<file path="config.mk">
export PLATFORM = sky130hd
export DESIGN_NAME = ctpwm_top
export DESIGN_NICKNAME = d
export VERILOG_FILES = /design/src/logic/ctpwm_pkg.sv /design/src/logic/ctpwm_top.sv
export VERILOG_INCLUDE_DIRS = /design/src /design/src/logic
export SDC_FILE = /design/constraint.sdc
export NUM_CORES = 1
export LEC_CHECK = 0
export ABC_CLOCK_PERIOD_IN_PS = 2500
export BUFFER_PORTS_ARGS = -buffer_cell sky130_fd_sc_hd__buf_2
export CAP_MARGIN = 5
export CORE_ASPECT_RATIO = 1.5
export CORE_MARGIN = 2
export CORE_UTILIZATION = 52
export CTS_CLUSTER_SIZE = 24
export DETAILED_ROUTE_END_ITERATION = 12
export HOLD_SLACK_MARGIN = 0.03
export PLACE_DENSITY = 0.76
export SETUP_SLACK_MARGIN = 0.4
export SLEW_MARGIN = 5
export SYNTH_ARGS = -nofsm -noshare
export SYNTH_HDL_FRONTEND = slang
export SYNTH_SLANG_ARGS = --single-unit
</file>
<file path="constraint.sdc">
create_clock -name clk_in -period 2.5 [get_ports clk_in]
set_input_delay 0.375 -clock clk_in [delete_from_list [all_inputs] [get_ports clk_in]]
set_output_delay 0.375 -clock clk_in [all_outputs]
set_load 0.01 [all_outputs]
</file>
<file path="src/logic/ctpwm_defs.svh">
`ifndef CTPWM_DEFS_SVH
`define CTPWM_DEFS_SVH

// ----------------------------------------------------------------
// register byte offsets
// ----------------------------------------------------------------
`define CTPWM_OFS_CTRL_LOW     5'h00
`define CTPWM_OFS_CTRL_HIGH    5'h04
`define CTPWM_OFS_PERIOD_LOW   5'h08
`define CTPWM_OFS_PERIOD_HIGH  5'h0c
`define CTPWM_OFS_DUTY         5'h10
`define CTPWM_OFS_CLK_CFG      5'h14
`define CTPWM_OFS_STATUS       5'h18

// ----------------------------------------------------------------
// field positions
// ----------------------------------------------------------------
`define CTPWM_BIT_FF_INIT      7
`define CTPWM_BIT_RUN          3
`define CTPWM_CKSEL_HI         6
`define CTPWM_CKSEL_LO         4
`define CTPWM_MODE_HI          2
`define CTPWM_MODE_LO          0
`define CTPWM_CFG_SLOW_TAP     0
`define CTPWM_CFG_SUBCLOCK     1
`define CTPWM_STAT_FF          16
`define CTPWM_STAT_RUN         17

// ----------------------------------------------------------------
// codes and reset values
// ----------------------------------------------------------------
`define CTPWM_MODE_PWM8        3'h2
`define CTPWM_MODE_TIM16_LOW   3'h3
`define CTPWM_MODE_TIM16_HIGH  3'h4
`define CTPWM_CKSEL_DIV11      3'h0
`define CTPWM_CKSEL_DIV7       3'h1
`define CTPWM_CKSEL_DIV5       3'h2
`define CTPWM_CKSEL_DIV3       3'h3
`define CTPWM_CKSEL_FS         3'h4
`define CTPWM_CKSEL_FC_DIV2    3'h5
`define CTPWM_CKSEL_FC         3'h6
`define CTPWM_MASK_DIV11       11'h7ff
`define CTPWM_MASK_DIV7        11'h07f
`define CTPWM_MASK_DIV5        11'h01f
`define CTPWM_MASK_DIV3        11'h007
`define CTPWM_MASK_DIV1        11'h001
`define CTPWM_FS_DIV3_LAST     3'h7
`define CTPWM_CNT8_LAST        8'hff
`define CTPWM_PWM_GAP          9'h0ff
`define CTPWM_RST_REG8         8'h00
`define CTPWM_RST_REG16        16'h0000

`endif

</file>
<file path="src/logic/ctpwm_pkg.sv">
package ctpwm_pkg;

   typedef struct packed {
      logic        read;
      logic        write;
      logic [4:0]  address;
      logic [3:0]  byteenable;
      logic [31:0] writedata;
   } ctpwm_avmm_req_t;

   typedef enum logic [1:0] {
      CTPWM_IDLE  = 2'b00,
      CTPWM_PWM8  = 2'b01,
      CTPWM_TIM16 = 2'b10
   } ctpwm_mode_t;

endpackage

</file>
<file path="src/logic/ctpwm_top.sv">
// Function
// - pwm mode toggles flop on duty compare match
// - overflow toggles flop, clears count, raises irq
// - flop starts from init bit, reset clears
// - inverted pwm pin is complement of flop
// - running pwm duty write waits for irq
// - stopped duty write takes effect at once
// - duty read returns active value during pwm
// - stopping holds the pwm pin level
// - clearing control bit 3 stops counter
// - bit 7 is init bit, clear drives pin high
// - pwm mode also offers fc, fc/2, fs
// - timer mode cascades into 16-bit counter
// - period match raises irq, clears, continues
// - period register unbuffered, takes effect immediately
// - low control holds clock, modes; high bit3 starts
// - taps fc/2^11,7,5,3; fs/2^3 replaces slowest
`timescale 1ns/1ns
`include "ctpwm_defs.svh"
module ctpwm_top (
   input  wire logic                       clk_in,
   input  wire logic                       resetn_in,
   input  wire ctpwm_pkg::ctpwm_avmm_req_t avmm_in,
   input  wire logic                       fs_tick_in,
   output logic [31:0]                     readdata_out,
   output logic                            waitrequest_out,
   output logic                            pwm_out_n_out,
   output logic                            match_irq_out
);

   // ----------------------------------------------------------------
   // state
   // ----------------------------------------------------------------
   logic [7:0]  ctrl_low_q;
   logic [7:0]  ctrl_high_q;
   logic [15:0] period_q;
   logic [7:0]  duty_shadow_q;
   logic [7:0]  duty_active_q;
   logic [7:0]  clk_cfg_q;
   logic [15:0] count_q;
   logic [15:0] count_d;
   logic        ff_q;
   logic        ff_d;
   logic        pin_q;
   logic        irq_q;
   logic [10:0] prescale_q;
   logic [2:0]  fs_div_q;
   logic        wait_q;
   logic [31:0] rdata_q;
   logic [31:0] rd_mux;
   logic        tick;

   function automatic logic ctpwm_tap(input logic [10:0] pre, input logic [10:0] mask);
      return (pre & mask) == mask;
   endfunction

   function automatic logic ctpwm_hit(input logic [4:0] addr, input logic [4:0] ofs);
      return addr == ofs;
   endfunction

   // ----------------------------------------------------------------
   // bus decode
   // ----------------------------------------------------------------
   // one wait state: a write is seen with waitrequest high, taken one edge later; read data loads on the edge where it is high
   wire         wr_fire     = avmm_in.write & ~wait_q & avmm_in.byteenable[0];
   wire         rd_load     = avmm_in.read & wait_q;
   wire [7:0]   wbyte       = avmm_in.writedata[7:0];
   wire [4:0]   addr        = avmm_in.address;
   wire         wr_ctrl_low = wr_fire & ctpwm_hit(addr, `CTPWM_OFS_CTRL_LOW);
   wire         wr_ctrl_hi  = wr_fire & ctpwm_hit(addr, `CTPWM_OFS_CTRL_HIGH);
   wire         wr_per_low  = wr_fire & ctpwm_hit(addr, `CTPWM_OFS_PERIOD_LOW);
   wire         wr_per_high = wr_fire & ctpwm_hit(addr, `CTPWM_OFS_PERIOD_HIGH);
   wire         wr_duty     = wr_fire & ctpwm_hit(addr, `CTPWM_OFS_DUTY);
   wire         wr_cfg      = wr_fire & ctpwm_hit(addr, `CTPWM_OFS_CLK_CFG);

   // ----------------------------------------------------------------
   // mode decode
   // ----------------------------------------------------------------
   wire [2:0]   mode_high   = ctrl_high_q[`CTPWM_MODE_HI:`CTPWM_MODE_LO];
   wire [2:0]   mode_low    = ctrl_low_q[`CTPWM_MODE_HI:`CTPWM_MODE_LO];
   wire         is_pwm      = mode_high == `CTPWM_MODE_PWM8;
   wire         is_tim16    = (mode_high == `CTPWM_MODE_TIM16_HIGH) &&
                              (mode_low == `CTPWM_MODE_TIM16_LOW);
   ctpwm_pkg::ctpwm_mode_t mode;
   assign mode = is_pwm ? ctpwm_pkg::CTPWM_PWM8 :
                 is_tim16 ? ctpwm_pkg::CTPWM_TIM16 : ctpwm_pkg::CTPWM_IDLE;
   wire         run_bit     = ctrl_high_q[`CTPWM_BIT_RUN];
   wire         running     = run_bit & (mode != ctpwm_pkg::CTPWM_IDLE);
   wire         subclock    = clk_cfg_q[`CTPWM_CFG_SUBCLOCK];
   wire         slow_tap    = clk_cfg_q[`CTPWM_CFG_SLOW_TAP];

   // ----------------------------------------------------------------
   // source clock
   // ----------------------------------------------------------------
   // pwm takes its select from the upper control, the 16-bit timer from the lower
   wire [2:0]   sel = is_pwm ? ctrl_high_q[`CTPWM_CKSEL_HI:`CTPWM_CKSEL_LO]
                             : ctrl_low_q[`CTPWM_CKSEL_HI:`CTPWM_CKSEL_LO];
   wire         fc_ok    = ~subclock;
   wire         fs8_tick = fs_tick_in & (fs_div_q == `CTPWM_FS_DIV3_LAST);

   always_comb begin
      case (sel)
         `CTPWM_CKSEL_DIV11: tick = (slow_tap | subclock) ? fs8_tick :
                                    ctpwm_tap(prescale_q, `CTPWM_MASK_DIV11);
         `CTPWM_CKSEL_DIV7:  tick = fc_ok & ctpwm_tap(prescale_q, `CTPWM_MASK_DIV7);
         `CTPWM_CKSEL_DIV5:  tick = fc_ok & ctpwm_tap(prescale_q, `CTPWM_MASK_DIV5);
         `CTPWM_CKSEL_DIV3:  tick = fc_ok & ctpwm_tap(prescale_q, `CTPWM_MASK_DIV3);
         `CTPWM_CKSEL_FS:    tick = is_pwm & fs_tick_in;
         `CTPWM_CKSEL_FC_DIV2: tick = is_pwm & fc_ok &
                                      ctpwm_tap(prescale_q, `CTPWM_MASK_DIV1);
         `CTPWM_CKSEL_FC:    tick = is_pwm & fc_ok;
         default:            tick = 1'b0;
      endcase
   end

   // ----------------------------------------------------------------
   // counter events
   // ----------------------------------------------------------------
   wire         pwm_tick  = running & is_pwm & tick;
   wire         ovf       = pwm_tick & (count_q[7:0] == `CTPWM_CNT8_LAST);
   wire         cmp       = pwm_tick & (count_q[7:0] == duty_active_q);
   wire         tmatch    = running & is_tim16 & tick & (count_q == period_q);
   // a write that stops the timer leaves the flop alone, so the pin holds
   wire         ff_load   = wr_ctrl_hi & ~running;

   always_comb begin
      count_d = count_q;
      if (!run_bit) begin
         count_d = `CTPWM_RST_REG16;
      end else if (pwm_tick) begin
         count_d = {8'h00, count_q[7:0] + 8'h01};
      end else if (running & is_tim16 & tick) begin
         count_d = tmatch ? `CTPWM_RST_REG16 : count_q + 16'h0001;
      end
   end

   always_comb begin
      if (ff_load) begin
         ff_d = wbyte[`CTPWM_BIT_FF_INIT];
      end else if (running) begin
         ff_d = ff_q ^ cmp ^ ovf;
      end else begin
         ff_d = ff_q;
      end
   end

   // ----------------------------------------------------------------
   // register read mux
   // ----------------------------------------------------------------
   always_comb begin
      case (addr)
         `CTPWM_OFS_CTRL_LOW:    rd_mux = {24'h000000, ctrl_low_q};
         `CTPWM_OFS_CTRL_HIGH:   rd_mux = {24'h000000, ctrl_high_q};
         `CTPWM_OFS_PERIOD_LOW:  rd_mux = {24'h000000, period_q[7:0]};
         `CTPWM_OFS_PERIOD_HIGH: rd_mux = {24'h000000, period_q[15:8]};
         `CTPWM_OFS_DUTY:        rd_mux = {24'h000000, duty_active_q};
         `CTPWM_OFS_CLK_CFG:     rd_mux = {24'h000000, clk_cfg_q};
         `CTPWM_OFS_STATUS:      rd_mux = {14'h0000, running, ff_q, count_q};
         default:                rd_mux = 32'h00000000;
      endcase
   end

   // ----------------------------------------------------------------
   // flops
   // ----------------------------------------------------------------
   always_ff @(posedge clk_in or negedge resetn_in) begin
      if (!resetn_in) begin
         wait_q  <= 1'b1;
         rdata_q <= 32'h00000000;
      end else begin
         wait_q  <= ~((avmm_in.read | avmm_in.write) & wait_q);
         rdata_q <= rd_load ? rd_mux : rdata_q;
      end
   end

   always_ff @(posedge clk_in or negedge resetn_in) begin
      if (!resetn_in) begin
         ctrl_low_q  <= `CTPWM_RST_REG8;
         ctrl_high_q <= `CTPWM_RST_REG8;
         clk_cfg_q   <= `CTPWM_RST_REG8;
         period_q    <= `CTPWM_RST_REG16;
      end else begin
         ctrl_low_q  <= wr_ctrl_low ? wbyte : ctrl_low_q;
         ctrl_high_q <= wr_ctrl_hi ? wbyte : ctrl_high_q;
         clk_cfg_q   <= wr_cfg ? wbyte : clk_cfg_q;
         period_q[7:0]  <= wr_per_low ? wbyte : period_q[7:0];
         period_q[15:8] <= wr_per_high ? wbyte : period_q[15:8];
      end
   end

   // a write in the same cycle as the transfer lands in the holding stage only;
   // the transfer moves the older holding value
   always_ff @(posedge clk_in or negedge resetn_in) begin
      if (!resetn_in) begin
         duty_shadow_q <= `CTPWM_RST_REG8;
         duty_active_q <= `CTPWM_RST_REG8;
      end else begin
         duty_shadow_q <= wr_duty ? wbyte : duty_shadow_q;
         if (wr_duty && !(running && is_pwm)) begin
            duty_active_q <= wbyte;
         end else if (ovf) begin
            duty_active_q <= duty_shadow_q;
         end
      end
   end

   always_ff @(posedge clk_in or negedge resetn_in) begin
      if (!resetn_in) begin
         prescale_q <= 11'h000;
         fs_div_q   <= 3'h0;
         count_q    <= `CTPWM_RST_REG16;
         ff_q       <= 1'b0;
         pin_q      <= 1'b1;
         irq_q      <= 1'b0;
      end else begin
         prescale_q <= prescale_q + 11'h001;
         fs_div_q   <= fs_tick_in ? fs_div_q + 3'h1 : fs_div_q;
         count_q    <= count_d;
         ff_q       <= ff_d;
         pin_q      <= ~ff_d;
         irq_q      <= ovf | tmatch;
      end
   end

   assign readdata_out    = rdata_q;
   assign waitrequest_out = wait_q;
   assign pwm_out_n_out   = pin_q;
   assign match_irq_out   = irq_q;

   // ----------------------------------------------------------------
   // checks
   // ----------------------------------------------------------------
   logic [8:0] gap_q;
   logic       seen_q;
   always_ff @(posedge clk_in or negedge resetn_in) begin
      if (!resetn_in) begin
         gap_q  <= 9'h000;
         seen_q <= 1'b0;
      end else begin
         gap_q  <= (ovf || !running) ? 9'h000 : gap_q + {8'h00, pwm_tick};
         seen_q <= running & (seen_q | ovf);
      end
   end
endmodule

</file>
==> summary.txt <==
Mapped cell area -> 5600 sq um
Post-synth EDFFs -> 0
Run status -> finished clean
Gpl congestion -> 0.933
Area Overhead vs Synth -> 19.3%
Diode count -> 0
Synthesized flop and latch total -> 108
Worst Hold Path Cells -> 2
Final hold vios -> 0
Area leader, netlist -> dfrtp_1
Unrepaired setup endpoints after global routing -> yes
Rows -> 46
Clock Skews -> 0.00729 ns
Clk slew on worst S/H paths -> 0.07 ns
DR vias/cell -> 6.10
CP required -> 2.76 ns
Setup TNS -> 0 ns
Setup Crit Path Kind -> reg -> reg
Worst setup startpoint -> prescale_q[1]
GRT Overall Usage -> 0.252
PwrDens -> 585 nW/um^2
Dpl hpwl -> 10,300 microns
Share of the synthesized area in the top cell type -> 0.473
FF-to-FF path depth -> 10
Largest stage delay, worst path -> 0.40 ns
Share of layout cells above drive strength 1 -> 0.333
Initial core utilization -> 0.532
DRC violations left -> 0
Root Buffer -> clkbuf_16
Vias in the first global route -> 4,412
Worst-path fanout max -> 6
Via count -> 4,486
Average size of a mapped cell -> 10.8 sq um
FF-to-FF Start -> prescale_q[1]
Multi-input logic area -> 2930 sq um
YS warnings -> 0
Total die area -> 11,600 sq um
Period Utilization, post-route -> 0.998
Hold Path Origin -> avmm_in[41]
Top Ports -> 81
HP Class -> in -> reg
Layout Cells excl Fill -> 736
Inst Count DP -> 711
I/O Buffers -> 39
Leak -> 3.03 nW
Most numerous cell in the Yosys netlist -> dfrtp_1
MaxCap Viol Count -> 0
R2R Path End -> pwm_out_n_out
Layout fillers -> 812
Setup slack at placement -> -0.120 ns
Fmax -> 401 MHz
Register area share after synthesis -> 0.483
CTS tree -> built
Critical Path AT -> 2.76 ns
Tmin final -> 2.50 ns
Largest net degree at the start of global routing -> 38
Width of the die -> 88.8 microns
Max-Slew Margin vs Limit -> 0.531
Register area -> 2710 sq um
Final Max Slew Viols -> 0
First-pass GRT wire length -> 22,800 microns
Initial DRC Count -> 417
H-tree levels -> 3
Worst path cell trace -> ha_2 -> and3_4 -> ha_4 -> mux2_2 -> nand4b_1 -> a21oi_2 -> nor3_4 -> and2_4 -> nor3_2 -> or3_1
Worst slew pin tran -> 0.701 ns
Overflow after GRT -> 0
CP endpoint kind -> register
CP Buf/Inv Count -> 0
Clock Latency Late Sink -> 0.34 ns
Top post-synthesis cells by area -> dfrtp_1 47%, mux2_2 10%, mux2i_1 3.4%
Clk buf depth -> 2
Core ar. -> 10,500 sq um
Critical path launch point type -> register
R2R setup slack -> 0.004 ns
Peak VDD IR -> 0.340 mV
Synth Instances -> 520
DR WL/cell -> 19.3 microns
Primary FF master, synth -> dfrtp_1
Hold_ws -> 0.187 ns
CTS Buf Count -> 9
Hold endpoint -> waitrequest_out
CTS Sinks -> 108
Antenna Nets Post-Route -> 0
# setup viols final -> 0
CP max-delay cell -> dfrtp_1
Die H -> 131 microns
Cell variety after synth -> 57
Async SR Flop Fraction -> 1.00
Initial antenna violation count -> 0
Final WL -> 14,200 microns
Final #Nets -> 640
Detailed Routing Iterations Pass 1 -> 5
Final Worst Setup Slack -> 0.00447 ns
Post-synth top cells -> 106 x dfrtp_1, 51 x mux2_2, 46 x nand2_1, 31 x o21ai_0, 29 x nor2_1
Cell family with most CP delay -> simple AND/OR/NAND/NOR gates
-- power by group --
part	internal, W	switching (W)	total, W
Clock	0.000802	0.000631	0.00143
Sequential	0.00187	0.000116	0.00199
Combinational	0.000223	0.000270	0.000493
Total	0.00290	0.00102	0.00391
-- logic make-up (layout without fill, tap and decap cells) --
| kind of cell | after synthesis | count (layout) | share of synthesized area |
|---|---|---|---|
| fa+ha+maj | 6 | 6 | 0.0134 |
| xor+xnor | 34 | 34 | 0.0531 |
| other cells | 1 | 14 | 0.000669 |
| buf+inv | 44 | 101 | 0.0431 |
| simple gates | 159 | 161 | 0.152 |
| flops | 108 | 108 | 0.483 |
| compound gates | 98 | 98 | 0.118 |
| mux | 70 | 70 | 0.136 |
-- state kept, by name, summed over array words and instances, names as in the netlist, named ones only --
name and count:
clk_cfg_q 8, waitrequest_out 1, pwm_out_n_out 1, prescale_q 11, ctrl_low_q 8, duty_shadow_q 8, ctrl_high_q 8, duty_active_q 8
count_q 16, match_irq_out 1, readdata_out 18, fs_div_q 3, period_q 16
-- cells in the final DEF (no fill, tap or decap), drive strengths merged, types with 10 or more instances in the layout --
cell and n:
clkbuf 10, nand2 46, mux2 51, nor4 11
dfrtp 106, a21oi 22, xnor2 13, mux2i 19
nand3 16, buf 78, nor2 29, conb 14
o21ai 33, xor2 21
-- metal layers --
| layer | vias to the layer above | wire length (microns) | global-route usage |
|---|---|---|---|
| met1 | 2251 | 5380 | 0.300 |
| li1 | 2006 | - | - |
| met5 | - | 0 | 0 |
| met4 | 0 | 692 | 0.130 |
| met3 | 54 | 703 | 0.0509 |
| met2 | 175 | 7460 | 0.418 |
-- layout make-up --
| class | instances | area share |
|---|---|---|
| multi-input combinational | 383 | 0.438 |
| sequential | 108 | 0.406 |
| timing repair buffer | 79 | 0.0808 |
| clock buffer | 10 | 0.0357 |
| tap | 144 | 0.0269 |
| clock inverter | 5 | 0.00898 |
| inverter | 7 | 0.00393 |
-- timing repair --
item                                    4_1_cts  5_1_grt
pin swaps                                    16        8
endpoints found under the setup margin       27       27
buffers inserted                              2        5
hold buffers                                  1        0
resized for setup                            21       20
hold endpoints to repair                     32        0
gates cloned                                  2        0
-- through the flow --
stage | total power, W | util | cell area, sq um
2_1_floorplan | 0.00230 | - | 5730
3_3_place_gp | 0.00245 | 0.584 | 6150
3_5_place_dp | 0.00249 | 0.584 | 6150
4_1_cts | 0.00392 | 0.623 | 6560
5_1_grt | 0.00407 | 0.635 | 6690
6_report | 0.00391 | 0.635 | 6690
-- worst max-delay path by stage --
stage,cells past startpoint,endpoint,slack (ns)
finish,10,pwm_out_n_out,0.004
global route,10,count_q[5],-0.08
CTS,12,duty_active_q[0],0.01
detailed placement,11,count_q[6],-0.12
global placement,11,count_q[3],0.08
floorplan,11,count_q[6],0.12
Power figures use the tool's default switching activity.
